## src/rtl/prss_pkg.sv

```systemverilog
// constants and types for the phy reset and strap sequencer
// assumes a single 200 MHz system clock drives every part of the block
package prss_pkg;
  localparam int CLK_MHZ = 200;
  localparam int PWRUP_MS = 167;
  localparam int RMII_PWRUP_MS = 84;
  localparam int RST_WAIT_NS = 3000;
  localparam int DRIVE_NS = 50;
  localparam int BIT_NS = 10;
  localparam int TXCLK_HALF_NS = 20;
  localparam int J_BITS = 6;
  localparam int T_BITS = 5;
  localparam int CYC_PER_MS = CLK_MHZ * 1000;
  localparam int PWRUP_CYC = PWRUP_MS * CYC_PER_MS;
  localparam int RMII_PWRUP_CYC = RMII_PWRUP_MS * CYC_PER_MS;
  localparam int RST_WAIT_CYC = (RST_WAIT_NS * CLK_MHZ + 999) / 1000;
  localparam int DRIVE_CYC = (DRIVE_NS * CLK_MHZ + 999) / 1000;
  localparam int BIT_CYC = (BIT_NS * CLK_MHZ) / 1000;
  localparam int TXCLK_HALF_CYC = (TXCLK_HALF_NS * CLK_MHZ) / 1000;
  localparam int J_CYC = J_BITS * BIT_CYC;
  localparam int T_CYC = T_BITS * BIT_CYC;
  localparam int CNT_W = 26;
  localparam int LAT_W = 5;
  localparam int DIV_W = 3;
  typedef enum logic [2:0] {
    ST_PWR,
    ST_HOLD,
    ST_RST,
    ST_DRIVE,
    ST_RUN
  } prss_state_type;
endpackage

```

## src/rtl/prss_tx_if.sv

```systemverilog
// carrier between the sequencer top and its transmit latency stage
// assumes both ends run on clk_sys
interface prss_tx_if;
  logic txclk_rise;
  logic tx_en;
  logic j_pulse;
  logic t_pulse;
  logic active;
  modport lat (input txclk_rise, input tx_en, output j_pulse,
    output t_pulse, output active);
  modport ctl (output txclk_rise, output tx_en, input j_pulse,
    input t_pulse, input active);
endinterface

```

## src/rtl/prss_txlat.sv

```systemverilog
// transmit path latency stage: marks start and end code groups on the line
// assumes tx_en is already synchronised and txclk_rise is a one-cycle enable
module prss_txlat
  import prss_pkg::*;
(
  input wire logic clk_sys, // system clock
  input wire logic reset_n, // async reset, active low
  prss_tx_if.lat tx // enable, sampled tx_en, line markers
);
  logic enprev_r, enprev_nxt;
  logic [LAT_W-1:0] jcnt_r, jcnt_nxt;
  logic [LAT_W-1:0] tcnt_r, tcnt_nxt;
  logic j_r, j_nxt;
  logic t_r, t_nxt;
  logic act_r, act_nxt;

  always_comb begin
    enprev_nxt = enprev_r;
    jcnt_nxt = jcnt_r;
    tcnt_nxt = tcnt_r;
    j_nxt = 1'b0;
    t_nxt = 1'b0;
    act_nxt = act_r;
    if (jcnt_r != '0) begin
      jcnt_nxt = jcnt_r - LAT_W'(1);
      if (jcnt_r == LAT_W'(1)) begin
        j_nxt = 1'b1;
        act_nxt = 1'b1;
      end
    end
    if (tcnt_r != '0) begin
      tcnt_nxt = tcnt_r - LAT_W'(1);
      if (tcnt_r == LAT_W'(1)) begin
        t_nxt = 1'b1;
        act_nxt = 1'b0;
      end
    end
    if (tx.txclk_rise) begin
      enprev_nxt = tx.tx_en;
      if (tx.tx_en && !enprev_r) begin
        jcnt_nxt = LAT_W'(J_CYC);
      end
      if (!tx.tx_en && enprev_r) begin
        tcnt_nxt = LAT_W'(T_CYC);
      end
    end
  end

  always_ff @(posedge clk_sys or negedge reset_n) begin
    if (!reset_n) begin
      enprev_r <= 1'b0;
      jcnt_r <= '0;
      tcnt_r <= '0;
      j_r <= 1'b0;
      t_r <= 1'b0;
      act_r <= 1'b0;
    end else begin
      enprev_r <= enprev_nxt;
      jcnt_r <= jcnt_nxt;
      tcnt_r <= tcnt_nxt;
      j_r <= j_nxt;
      t_r <= t_nxt;
      act_r <= act_nxt;
    end
  end

  assign tx.j_pulse = j_r;
  assign tx.t_pulse = t_r;
  assign tx.active = act_r;
endmodule

```

## src/rtl/prss_top.sv

```systemverilog
// phy reset and strap sequencer: strap latch, pin turnaround, tx latency,
// glitch-free receive clock switch
// assumes clk_sys is the stable reference clock; pins arrive asynchronously
//
// How it works
// - straps are latched 167 ms after power-up with the clock stable.
// - in reduced-pin mode the power-up wait shrinks to 84 ms; the 3 us reset wait does not.
// - 50 ns after a strap latch the shared pins start driving outputs.
// - straps are latched 3 us after a hard or soft reset ends.
// - the start code leaves 6 bit times after the tx clock edge past enable.
// - the end code leaves 5 bit times after the tx clock edge past disable.
// - a receive clock source switch may stretch but never shorten a phase.
module prss_top
  import prss_pkg::*;
#(
  parameter int STRAP_W = 8,
  parameter logic [CNT_W-1:0] PWRUP_CYCLES = CNT_W'(PWRUP_CYC),
  parameter logic [CNT_W-1:0] RMII_CYCLES = CNT_W'(RMII_PWRUP_CYC)
) (
  input wire logic clk_sys, // system clock, 200 MHz
  input wire logic reset_n, // power-on reset, async, active low
  input wire logic ref_clk_input_ok, // pin: reference clock is stable
  input wire logic rst_pin_n, // pin: hard reset, active low
  input wire logic soft_reset, // one-cycle soft reset request
  input wire logic rmii_strap, // pin: reduced-pin mode strap
  input wire logic [STRAP_W-1:0] strap_in, // pin input of strap pins
  input wire logic [STRAP_W-1:0] strap_drive, // core data for strap pins
  output logic [STRAP_W-1:0] strap_out, // pin output of strap pins
  output logic strap_oe, // high while strap pins are driven
  output logic [STRAP_W-1:0] strap_value, // latched strap values
  output logic rmii_mode, // latched reduced-pin mode
  output logic mgmt_ready, // management access allowed
  input wire logic tx_en, // pin: transmit enable from mac
  output logic tx_clk, // transmit clock to mac
  output logic tx_line_j, // pulse: start code on the line
  output logic tx_line_t, // pulse: end code on the line
  output logic tx_line_active, // level: frame on the line
  input wire logic rx_rec_clk, // pin: recovered receive clock
  input wire logic rx_src_sel, // 1 selects recovered receive clock
  output logic rx_clk // receive clock to mac
);
  localparam int SYNC_W = STRAP_W + 5;
  localparam logic [SYNC_W-1:0] SYNC_RST = SYNC_W'(1);

  logic [SYNC_W-1:0] sync1_r, sync2_r, sync_nxt;
  logic pin_rst_s, stable_s, rmii_s, tx_en_s, rec_s;
  logic [STRAP_W-1:0] strap_s;

  prss_state_type state_r, state_nxt;
  logic [CNT_W-1:0] cnt_r, cnt_nxt, pwr_lim;
  logic [STRAP_W-1:0] strap_r, strap_nxt;
  logic [STRAP_W-1:0] sout_r, sout_nxt;
  logic rmii_r, rmii_nxt, oe_r, oe_nxt, ready_r, ready_nxt;

  logic [DIV_W-1:0] div_r, div_nxt;
  logic txc_r, txc_nxt, txrise;

  logic rxsrc_r, rxsrc_nxt, rxc_r, rxc_nxt, frz_r, frz_nxt;
  logic recp_r, recp_nxt, txcp_r, txcp_nxt;
  logic cur_lvl, new_lvl, new_edge;

  prss_tx_if txi ();

  always_comb begin
    sync_nxt = {strap_in, rx_rec_clk, tx_en, rmii_strap, ref_clk_input_ok,
      rst_pin_n};
  end

  always_ff @(posedge clk_sys or negedge reset_n) begin
    if (!reset_n) begin
      sync1_r <= SYNC_RST;
      sync2_r <= SYNC_RST;
    end else begin
      sync1_r <= sync_nxt;
      sync2_r <= sync1_r;
    end
  end

  assign pin_rst_s = sync2_r[0];
  assign stable_s = sync2_r[1];
  assign rmii_s = sync2_r[2];
  assign tx_en_s = sync2_r[3];
  assign rec_s = sync2_r[4];
  assign strap_s = sync2_r[SYNC_W-1:5];

  assign pwr_lim = (rmii_s ? RMII_CYCLES : PWRUP_CYCLES) - CNT_W'(1);

  always_comb begin
    state_nxt = state_r;
    cnt_nxt = cnt_r + CNT_W'(1);
    strap_nxt = strap_r;
    rmii_nxt = rmii_r;
    oe_nxt = oe_r;
    ready_nxt = ready_r;
    sout_nxt = oe_r ? strap_drive : '0;
    if (!pin_rst_s) begin
      state_nxt = ST_HOLD;
      cnt_nxt = '0;
      oe_nxt = 1'b0;
      ready_nxt = 1'b0;
    end else if (soft_reset && (state_r == ST_DRIVE || state_r == ST_RUN))
    begin
      state_nxt = ST_RST;
      cnt_nxt = '0;
      oe_nxt = 1'b0;
      ready_nxt = 1'b0;
    end else begin
      case (state_r)
        ST_PWR: begin
          // restart the wait if the clock is not stable
          if (!stable_s) begin
            cnt_nxt = '0;
          end else if (cnt_r >= pwr_lim) begin
            strap_nxt = strap_s;
            rmii_nxt = rmii_s;
            ready_nxt = 1'b1;
            cnt_nxt = '0;
            state_nxt = ST_DRIVE;
          end
        end
        ST_HOLD: begin
          cnt_nxt = '0;
          state_nxt = ST_RST;
        end
        ST_RST: begin
          if (cnt_r >= CNT_W'(RST_WAIT_CYC - 1)) begin
            strap_nxt = strap_s;
            rmii_nxt = rmii_s;
            ready_nxt = 1'b1;
            cnt_nxt = '0;
            state_nxt = ST_DRIVE;
          end
        end
        ST_DRIVE: begin
          if (cnt_r >= CNT_W'(DRIVE_CYC - 1)) begin
            oe_nxt = 1'b1;
            cnt_nxt = '0;
            state_nxt = ST_RUN;
          end
        end
        ST_RUN: begin
          cnt_nxt = cnt_r;
        end
        default: begin
          cnt_nxt = '0;
          state_nxt = ST_PWR;
        end
      endcase
    end
  end

  always_ff @(posedge clk_sys or negedge reset_n) begin
    if (!reset_n) begin
      state_r <= ST_PWR;
      cnt_r <= '0;
      strap_r <= '0;
      sout_r <= '0;
      rmii_r <= 1'b0;
      oe_r <= 1'b0;
      ready_r <= 1'b0;
    end else begin
      state_r <= state_nxt;
      cnt_r <= cnt_nxt;
      strap_r <= strap_nxt;
      sout_r <= sout_nxt;
      rmii_r <= rmii_nxt;
      oe_r <= oe_nxt;
      ready_r <= ready_nxt;
    end
  end

  // transmit clock divider, rise enable marks its rising edge
  always_comb begin
    div_nxt = div_r + DIV_W'(1);
    txc_nxt = txc_r;
    txrise = 1'b0;
    if (div_r == DIV_W'(TXCLK_HALF_CYC - 1)) begin
      div_nxt = '0;
      txc_nxt = !txc_r;
      txrise = !txc_r;
    end
  end

  always_ff @(posedge clk_sys or negedge reset_n) begin
    if (!reset_n) begin
      div_r <= '0;
      txc_r <= 1'b0;
    end else begin
      div_r <= div_nxt;
      txc_r <= txc_nxt;
    end
  end

  assign txi.txclk_rise = txrise;
  assign txi.tx_en = tx_en_s;

  prss_txlat u_txlat (
    .clk_sys(clk_sys),
    .reset_n(reset_n),
    .tx(txi.lat)
  );

  // receive clock source switch
  assign cur_lvl = rxsrc_r ? rec_s : txc_r;
  assign new_lvl = rx_src_sel ? rec_s : txc_r;
  // fresh edge of the wanted source, judged against its own last level
  assign new_edge = rx_src_sel ? (rec_s != recp_r) : (txc_r != txcp_r);

  always_comb begin
    rxsrc_nxt = rxsrc_r;
    rxc_nxt = rxc_r;
    frz_nxt = frz_r;
    recp_nxt = rec_s;
    txcp_nxt = txc_r;
    if (!frz_r && rx_src_sel == rxsrc_r) begin
      rxc_nxt = cur_lvl;
    end else if (new_edge && new_lvl == rxc_r) begin
      // hand over only on a fresh edge into the held level
      rxsrc_nxt = rx_src_sel;
      frz_nxt = 1'b0;
    end else begin
      // output frozen, so a phase can only grow
      frz_nxt = 1'b1;
    end
  end

  always_ff @(posedge clk_sys or negedge reset_n) begin
    if (!reset_n) begin
      rxsrc_r <= 1'b0;
      rxc_r <= 1'b0;
      frz_r <= 1'b0;
      recp_r <= 1'b0;
      txcp_r <= 1'b0;
    end else begin
      rxsrc_r <= rxsrc_nxt;
      rxc_r <= rxc_nxt;
      frz_r <= frz_nxt;
      recp_r <= recp_nxt;
      txcp_r <= txcp_nxt;
    end
  end

  assign strap_out = sout_r;
  assign strap_oe = oe_r;
  assign strap_value = strap_r;
  assign rmii_mode = rmii_r;
  assign mgmt_ready = ready_r;
  assign tx_clk = txc_r;
  assign tx_line_j = txi.j_pulse;
  assign tx_line_t = txi.t_pulse;
  assign tx_line_active = txi.active;
  assign rx_clk = rxc_r;
endmodule

```

## config.mk

```make
export PLATFORM = sky130hd
export DESIGN_NAME = prss_top
export DESIGN_NICKNAME = d
export VERILOG_FILES = /design/src/rtl/prss_pkg.sv /design/src/rtl/prss_tx_if.sv /design/src/rtl/prss_txlat.sv /design/src/rtl/prss_top.sv
export SDC_FILE = /design/constraint.sdc
export NUM_CORES = 1
export LEC_CHECK = 0
export BUFFER_PORTS_ARGS = -buffer_cell sky130_fd_sc_hd__buf_2
export CORE_MARGIN = 4
export CORE_UTILIZATION = 45
export DETAILED_ROUTE_END_ITERATION = 8
export PLACE_DENSITY = 0.73
export SYNTH_ARGS = -nofsm -noshare
export SYNTH_HDL_FRONTEND = slang
export SYNTH_SLANG_ARGS = --single-unit
```

## constraint.sdc

```tcl
create_clock -name clk_sys -period 2.6 [get_ports clk_sys]
set_clock_uncertainty 0.15 [all_clocks]
set_input_delay 0.26 -clock clk_sys [delete_from_list [all_inputs] [get_ports clk_sys]]
set_output_delay 0.26 -clock clk_sys [all_outputs]
set_load 0.005 [all_outputs]
```

==> flow_summary.ini, run 1 <==
[timing]
grt_setup_unrepaired = yes
slew-limit-headroom = 0.609
post-route-min-period_ns = 2.70
tightest_slew_ns = 0.578
setup-tns-final_ns = -1.94
finalSetupViolCount = 30
hold_viol_final = 0
maxSlewViolCount = 0
fin_crit_sh = 1.04
layout_setup_ws_ns = -0.101
fmax_mhz = 370

[yosys]
synth_simple_gate_area_frac = 0.204
synth_cell_type_count = 58
synth_compound_area_frac = 0.126
synth_fa_ha_area_frac = 0.0606
synth_top_family_by_area = simple AND/OR/NAND/NOR gates
synth-seq-area-share = 0.535
syn-cell-area_um2 = 4550
synthCells = 429
synth_seq_cells = 97
synth-edff-count = 0
avgSynthCellArea_um2 = 10.6
ys.flop_type = dfrtp_1
ys.warnings.count = 0
async_reset_ff_frac = 1.00
yosysMostFrequentCell = dfrtp_1
synthXorXnorAreaFrac = 0.0231
synth_top_cells_by_area = dfrtp_1 (52%), ha_1 (6.1%), o21ai_0 (4.7%)
ys_top_cells_by_count = dfrtp_1 (95), nor2_1 (43), o21ai_0 (43)
yosysTopAreaCell = dfrtp_1
syn_nets = 476
synth_top_area_share = 0.523
muxShareOfSynthArea = 0.0273

[clock_tree]
clkLatencyLatePin_ns = 0.36
clk_pin_slew_ns = 0.09
cts_root_buf = clkbuf_8
htree_num_levels = 3
numCtsBuffers = 9
clockBufferDepth = 2
clock-sinks = 97
cts_tree = yes

[floorplan]
die_h_um = 109
core-area_um2 = 9820
die_area_um2 = 11800
fp-row-count = 36
dieWidth_um = 109
start_util = 0.463
io_pins = 49

[grt]
grt_max_degree = 39
antenna_found_initial = 0
grt_usage = 0.205
grt_pass1_vias = 4000
gr-total-overflow = 0
grt_pass1_wl_um = 19100

[flow_run]
drv_cap = 0

[placed_design]
dp_cells = 650
numPortBuffers = 48
gp_congestion = 0.899
hpwlAfterDp_um = 7340

[worst_setup_path]
critPathKind = register to register
critPathLaunch = sync2_r[2]
worst_setup_path_start_kind = register
cp_data_arrival_time_ns = 2.80
end_kind = register
crit_required_ns = 2.69
crit_fanout = 5
reg2reg_from = sync2_r[2]

[power]
cellLeakagePower_nw = 2.82
vdd_drop_max_v = 0.000548
power_density_nw_per_um2 = 689

[finish]
fillCellCount = 756
nets = 606
antenna_cells = 0
finalNonFillerCells = 697
drive_gt1_frac = 0.317
syn_to_final_growth_pct = 33.9

[hold_path]
holdCritPathClass = primary input to register
min_from = rx_src_sel

[drt]
ant_nets = 0
drt_first_pass_iters = 5
vias = 3884
routed_wl_um = 11800
drt-vias-per-instance = 5.57
routedWlPerCell_um = 16.9
drc = 0
drtIter0Drc = 392

[status]
status = finished with violations
violations = setup timing
==> what timing repair did <==
action	CTS	global route
endpoints found under the setup margin	38	35
gates cloned	2	0
pin swaps	11	22
hold buffers	22	0
buffers inserted	9	1
gates resized for setup	35	39
hold endpoints to repair	57	0
==> layout by cell type (no fill, tap or decap), types with 3 or more instances in the layout <==
cell           netlist  final
o211ai_1             4      4
o21ai_2              2      7
nor2b_1              5      5
and4_1               4      3
nand2b_1             5      5
a21oi_1             18     17
nand3_1             15     15
and3_1               8      8
o21ai_1              1     14
inv_1               13     12
buf_2                3     47
mux2_4               0      9
ha_1                22     12
ha_4                 0      9
nor2_1              43     40
xnor2_1              7      7
buf_6                2      8
dfrtp_1             95     94
nor3_1              12     11
clkinv_2             0      3
a211oi_1             3      3
clkbuf_8             0      9
o21ai_0             43     25
xor2_1               5      5
buf_4                2     50
nand2_1             36     36
nand4_1              7      7
and2_1              13     13
dlygate4sd3_1        0     22
nor4_1               6      5
==> critical path, stage by stage (launching register included) <==
cell and delay, ns:
dfrtp_2 0.46, buf_8 0.16, ha_4 0.23, a21oi_1 0.27, a21oi_4 0.12, a2111oi_4 0.35, a21boi_2 0.12, o21ai_2 0.22
buf_6 0.17, mux2_4 0.33
==> flip-flops by register name (all words and copies together), names as in the netlist, 3 cells and up <==
register	cells
cnt_r	26
div_r	3
state_r	3
strap_out	8
strap_value	8
sync1_r	13
sync2_r	13
u_txlat.jcnt_r	5
u_txlat.tcnt_r	5
==> logic make-up (layout without fill, tap and decap cells) <==
kind of cell | count (synthesis) | after routing
AO/OA/AOI/OAI | 90 | 90
XOR/XNOR | 12 | 12
adder cells (fa/ha/maj) | 22 | 22
buffers and inverters | 23 | 158
flip-flops | 97 | 97
multiplexers | 11 | 11
AND/OR/NAND/NOR | 174 | 174
==> report_power, final <==
group	internal [mW]	switching (mW)
registers	1.73	0.187
logic	0.597	0.609
clock network	0.542	0.521
total	2.87	1.32
==> stage by stage <==
stage	setup slack [ns]	power (mW)	hold WS, ns	area (um^2)	utilization
final	-0.101	4.19	0.0942	6080	0.620
after global routing	-0.191	4.45	0.109	6080	0.620
after CTS	-0.0189	4.16	0.0779	6020	0.613
after detailed placement	-0.261	2.94	0.122	5290	0.539
after global placement	-0.131	2.87	0.122	5290	0.539
after floorplan	0.0182	2.54	-0.186	4550	-
==> path summary, 6_finish.rpt <==
kind / to / cells after the start / slack, ns
worst max-delay path: strap_value[6] / 9 / -0.10
worst min-delay path: rxsrc_r / 2 / 0.09
worst max register to register: strap_value[6] / 9 / -0.10
worst min register to register: sync2_r[6] / 0 / 0.20
max in group asynchronous: strap_out[5] / 3 / 1.34
min in group asynchronous: cnt_r[16] / 2 / 0.27
==> routing by layer <==
metal | wire, um | track usage | vias up
met4 | 408 | 0.0866 | 0
met5 | 0 | 0 | -
li1 | - | - | 1792
met3 | 792 | 0.0507 | 41
met1 | 4620 | 0.246 | 1873
met2 | 5990 | 0.352 | 178
==> final cells by class <==
class                           instances  area, um^2  area share
Timing Repair Buffer                  129         956       0.157
Clock inverter                          7        92.6      0.0152
Sequential cell                        97        2430       0.400
Multi-Input combinational cell        309        2270       0.372
Clock buffer                            9         124      0.0204
Inverter                               13        48.8     0.00802
Tap cell                              133         166      0.0273
(Power assumes the default switching activity.)
==> inputs of run 2 (changes only) <==
--- a/config.mk
+++ b/config.mk
@@ -12,4 +12,5 @@
 export PLACE_DENSITY = 0.73
 export SYNTH_ARGS = -nofsm -noshare
 export SYNTH_HDL_FRONTEND = slang
+export SYNTH_HIERARCHICAL = 1
 export SYNTH_SLANG_ARGS = --single-unit
==> run 2 against run 1 <==
The run still ends with setup timing left. Design area shrank 3.7%. Combinational power fell by 24%. Critical endpoint is now cnt_r[16]. Final cell count down 6.5%. Highest routed layer unchanged.
==> flow_summary.ini, run 2 <==
[yosys]
synth-edff-count = 0
yosysMostFrequentCell = dfrtp_1
synthCells = 410
ys.flop_type = dfrtp_1
avgSynthCellArea_um2 = 11.0
synth-seq-area-share = 0.538
syn_nets = 459
yosysTopAreaCell = dfrtp_1
synth_top_cells_by_area = dfrtp_1 (53%), ha_1 (6.6%), o21ai_0 (3.3%)
synth_cell_type_count = 57
synth_seq_cells = 97
async_reset_ff_frac = 1.00
syn-cell-area_um2 = 4520
synth_top_area_share = 0.526
ys_top_cells_by_count = dfrtp_1 (95), o21ai_0 (30), nor2_1 (28)
ys.warnings.count = 6

[hold_path]
min_path_cells = 2
hold_path_end = rxsrc_r
holdCritPathClass = primary input to register
min_from = rx_src_sel

[grt]
grt_pass1_wl_um = 16800
grt_max_degree = 58
grt_pass1_vias = 3537
gr-total-overflow = 0
grt_usage = 0.180
antenna_found_initial = 0

[timing]
setup-tns-final_ns = -0.486
hold_viol_final = 0
slew-limit-headroom = 0.643
finalSetupViolCount = 16
fmax_mhz = 376
whs_ns = 0.0905
layout_setup_ws_ns = -0.0608
tightest_slew_ns = 0.535
maxSlewViolCount = 0
post-route-min-period_ns = 2.66
grt_setup_unrepaired = yes
fin_crit_sh = 1.02

[flow_run]
drv_cap = 0

[placed_design]
gp_congestion = 0.927
hpwlAfterDp_um = 6820
numPortBuffers = 48
place_ws_ns = -0.160
dp_cells = 608

[drt]
dr.max_layer_used = met4
drt-vias-per-instance = 5.45
met3WireLength_um = 565
wl_met2_um = 5120
wl_met1_um = 4230
drc = 0
drtIter0Drc = 179
ant_nets = 0
routedWlPerCell_um = 15.4
routed_wl_um = 10000
drt_first_pass_iters = 5
vias = 3555

[clock_tree]
clock-sinks = 97
numCtsBuffers = 9
htree_num_levels = 3
clkLatencyLatePin_ns = 0.37
cts_root_buf = clkbuf_8
clockBufferDepth = 2
cts_tree = yes
clk_pin_slew_ns = 0.11

[finish]
top_register = cnt_r
final_common_cell = dfrtp_1
finalNonFillerCells = 652
largestRegisters = cnt_r (26), sync1_r (13), sync2_r (13)
seq_area_um2 = 2430
fillCellCount = 770
nets = 563
antenna_cells = 0
syn_to_final_growth_pct = 29.7
drive_gt1_frac = 0.287
mostFrequentLayoutCells = dfrtp_1 (94), buf_2 (47), nand2_1 (27), buf_4 (26), o21ai_0 (23)
utilization = 0.599
largest_reg_flops = 26
multi_input_area_um2 = 2160

[power]
vdd_drop_max_v = 0.000451
cellLeakagePower_nw = 2.69
power_density_nw_per_um2 = 665

[worst_setup_path]
reg2reg_from = sync2_r[2]
rrSetupSlack_ns = -0.06
worst_setup_path_start_kind = register
r2r_end = cnt_r[16]
crit_fanout = 7
crit_required_ns = 2.75
end_kind = register
critPathKind = register to register
reg2reg_depth = 8
cp_data_arrival_time_ns = 2.81

[floorplan]
io_pins = 49
fp-row-count = 36
dieWidth_um = 108
core-area_um2 = 9770
die_area_um2 = 11700
die_h_um = 108
start_util = 0.462

[status]
status = finished with violations
violations = setup timing
==> run 2: final cells by class <==
class                      count  share of cell area
sequential                    97               0.415
multi-input combinational    284               0.369
timing repair buffer         106               0.140
tap                          133              0.0284
clock buffer                  10              0.0235
clock inverter                 6              0.0143
inverter                      16              0.0103
==> run 2: worst max-delay path by stage <==
stage | startpoint | to | cells past startpoint
floorplan | sync2_r[2] | rmii_mode | 8
global placement | sync2_r[2] | cnt_r[16] | 9
detailed placement | sync2_r[2] | cnt_r[12] | 9
CTS | sync2_r[2] | cnt_r[12] | 9
global route | sync2_r[2] | strap_value[7] | 9
finish | sync2_r[2] | cnt_r[16] | 8
==> run 2: cells by family (layout without fill, tap and decap cells) <==
family                     count (synthesis)  count (layout)  share of synthesized area
and+or+nand+nor                          147             147                      0.188
DFF                                       97              97                      0.538
AOI/OAI and AO/OA                         87              87                      0.123
buffers and inverters                     29             138                     0.0277
adders and majority gates                 24              24                     0.0665
xor gates and xnor gates                  14              14                     0.0271
muxes                                     12              12                     0.0296
==> run 2: metrics by stage <==
stage / power (mW) / area, um^2
2_1_floorplan: 2.44 / 4520
3_3_place_gp: 2.71 / 5120
3_5_place_dp: 2.76 / 5120
4_1_cts: 3.87 / 5690
5_1_grt: 4.15 / 5860
6_report: 3.90 / 5860
==> run 2: power by group <==
group | internal (mW) | total (mW) | leakage, nW | switching (mW)
sequential | 1.73 | 1.92 | 1.23 | 0.191
combinational | 0.489 | 0.915 | 1.35 | 0.427
clock | 0.495 | 1.06 | 0.112 | 0.569
total | 2.71 | 3.90 | 2.69 | 1.19
==> run 2: per-layer routing <==
layer	global-route usage	vias to the layer above
met2	0.303	115
met1	0.232	1739
li1	-	1690
met3	0.0424	11
met5	0	-
met4	0.0505	0
==> run 2: critical path: stages, from the launching register on <==
cell and delay (ns):
dfrtp_2 0.47, ha_1 0.32, nand4_1 0.21, o21bai_1 0.12
a221oi_2 0.39, a31oi_4 0.19, buf_6 0.18, or4_1 0.46
nand3_1 0.10
==> run 2: what timing repair did <==
action | in CTS | in global routing
buffers inserted | 2 | 2
hold buffers | 22 | 0
setup endpoints to repair | 32 | 35
cloned | 1 | 1
pin swaps | 8 | 23
resized for setup | 17 | 38
endpoints found under the hold margin | 61 | 0
==> inputs of run 3 (changes only) <==
--- a/config.mk
+++ b/config.mk
@@ -9,7 +9,7 @@
 export CORE_MARGIN = 4
 export CORE_UTILIZATION = 45
 export DETAILED_ROUTE_END_ITERATION = 8
-export PLACE_DENSITY = 0.73
+export PLACE_DENSITY = 0.71
 export SYNTH_ARGS = -nofsm -noshare
 export SYNTH_HDL_FRONTEND = slang
 export SYNTH_HIERARCHICAL = 1
==> constraint.sdc (replaced) <==
create_clock -name clk_sys -period 2.54 [get_ports clk_sys]
set_clock_uncertainty 0.15 [all_clocks]
set_input_delay 0.254 -clock clk_sys [delete_from_list [all_inputs] [get_ports clk_sys]]
set_output_delay 0.254 -clock clk_sys [all_outputs]
set_load 0.005 [all_outputs]
==> run 3 against run 2 <==
The flow still finishes with violations (setup timing). Sequential share of layout area rose by 0.84 points. Design area fell by 2.0%. Count of clock-buffer cells in the layout increased by 1. Critical path depth rose by 2. Global-route usage rose by 0.42 points. Highest routed layer unchanged.
==> flow_summary.ini, run 3 (synthesis results as in run 2) <==
[grt]
grt_max_degree = 98
use_met3 = 0.0537
grt_pass1_wl_um = 17000
grtUsageMet2 = 0.326
grt_pass1_vias = 3643
gr-max-usage-layer = met2
use_met1 = 0.216
antenna_found_initial = 0
grt_usage = 0.184
gr-total-overflow = 0

[hold_path]
holdCritPathClass = primary input to register
hold_path_end = rxsrc_r
min_path_cells = 2
min_from = rx_src_sel

[timing]
hold_viol_final = 0
slew-limit-headroom = 0.667
tightest_slew_ns = 0.500
maxSlewViolCount = 0
finalSetupViolCount = 29
fmax_mhz = 376
grt_setup_unrepaired = yes
setup-tns-final_ns = -1.90
post-route-min-period_ns = 2.66
fin_crit_sh = 1.05
layout_setup_ws_ns = -0.121

[drt]
ant_nets = 0
routed_wl_um = 9980
drt-vias-per-instance = 5.38
drt_first_pass_iters = 4
routedWlPerCell_um = 15.2
drc = 0
drtIter0Drc = 130
vias = 3521

[status]
status = finished with violations
violations = setup timing

[finish]
finalNonFillerCells = 655
antenna_cells = 0
nets = 566
largestRegisters = cnt_r (26), sync1_r (13), sync2_r (13)
seq_area_um2 = 2430
syn_to_final_growth_pct = 27.1
stdcell_area_um2 = 5740
drive_gt1_frac = 0.262
final_common_cell = dfrtp_1
largest_reg_flops = 26
multi_input_area_um2 = 2060
top_register = cnt_r
mostFrequentLayoutCells = dfrtp_1 (94), buf_2 (47), buf_4 (31), nand2_1 (27), nor2_1 (27)
fillCellCount = 807

[placed_design]
dp_cells = 608
gp_congestion = 0.853
numPortBuffers = 48
place_area_um2 = 5120
hpwlAfterDp_um = 6850

[floorplan]
core-area_um2 = 9770
die_area_um2 = 11700
fp-row-count = 36
dieWidth_um = 108
io_pins = 49
die_h_um = 108
start_util = 0.462

[power]
pwr-share-comb = 0.239
p_seq_frac = 0.501
power.net_switching_mw = 1.16
swShare = 0.297
vdd_drop_max_v = 0.000689
power_density_nw_per_um2 = 683
intPower_mw = 2.76
p_clk_frac = 0.259
cellLeakagePower_nw = 2.68
total_power_mw = 3.92

[clock_tree]
numCtsBuffers = 9
cts_tree = yes
cts_root_buf = clkbuf_8
clockBufferDepth = 2
htree_num_levels = 3
clock-sinks = 97
clkLatencyLatePin_ns = 0.36
clk_pin_slew_ns = 0.09

[worst_setup_path]
crit_required_ns = 2.64
crit_fanout = 10
worst_setup_path_start_kind = register
reg2reg_depth = 10
r2r_end = strap_value[0]
critPathKind = register to register
end_kind = register
rrSetupSlack_ns = -0.12
reg2reg_from = sync2_r[2]
cp_data_arrival_time_ns = 2.77

[flow_run]
drv_cap = 0
-- run 3: cell types whose count changed in the layout (fill, tap and decap cells not counted), moves of 2 or more --
cell / change
nor2_4: -4
ha_1: +2
ha_4: -2
buf_4: +5
nor2_1: +5
-- run 3: per-layer routing --
layer | wire length [um] | vias to the layer above
li1 | - | 1695
met1 | 4090 | 1739
met2 | 5270 | 72
met3 | 455 | 15
met4 | 168 | 0
met5 | 0 | -
-- run 3: critical path, stage by stage, from the launching register on --
cell and delay (ns):
dfrtp_2 0.46, buf_4 0.16, ha_1 0.28, nand4b_1 0.21, nor3_2 0.07, o31ai_2 0.28
buf_4 0.18, a21boi_4 0.06, o2111ai_4 0.21, buf_12 0.16, mux2_2 0.33
-- run 3: power by group through the flow --
stage	clock network [mW]	registers [mW]	logic, mW
after floorplan	0	1.96	0.539
after global placement	0	1.99	0.817
after detailed placement	0	2.00	0.862
after CTS	1.05	1.97	0.932
after global routing	1.13	2.00	1.05
final	1.02	1.97	0.937
-- run 3: area by class of cell --
type | count | area share
Clock buffer | 11 | 0.0246
Multi-Input combinational cell | 284 | 0.360
Timing Repair Buffer | 109 | 0.142
Clock inverter | 5 | 0.0107
Inverter | 16 | 0.0105
Sequential cell | 97 | 0.423
Tap cell | 133 | 0.0290
-- run 3: worst max-delay path by stage --
stage,startpoint,end,cells past startpoint
2_1_floorplan,sync2_r[2],rmii_mode,8
3_3_place_gp,sync2_r[2],strap_value[1],9
3_5_place_dp,sync2_r[2],strap_value[0],9
4_1_cts,sync2_r[2],cnt_r[20],11
5_1_grt,sync2_r[2],cnt_r[20],11
6_report,sync2_r[2],strap_value[0],10
-- run 3: repair_timing --
action / CTS / global route
hold endpoints to repair: 116 / 0
pin swaps: 17 / 11
gates resized for setup: 23 / 10
gates cloned: 0 / 0
setup endpoints to repair: 33 / 33
hold buffers: 22 / 0
setup buffers: 5 / 4
-- run 3: metrics by stage --
step	utilization	setup slack (ns)	hold slack [ns]
after floorplan	-	0.0264	-0.192
after global placement	0.524	-0.0712	0.182
after detailed placement	0.524	-0.169	0.187
after CTS	0.581	-0.0283	0.0667
after global routing	0.587	-0.222	0.0902
final	0.587	-0.121	0.0958
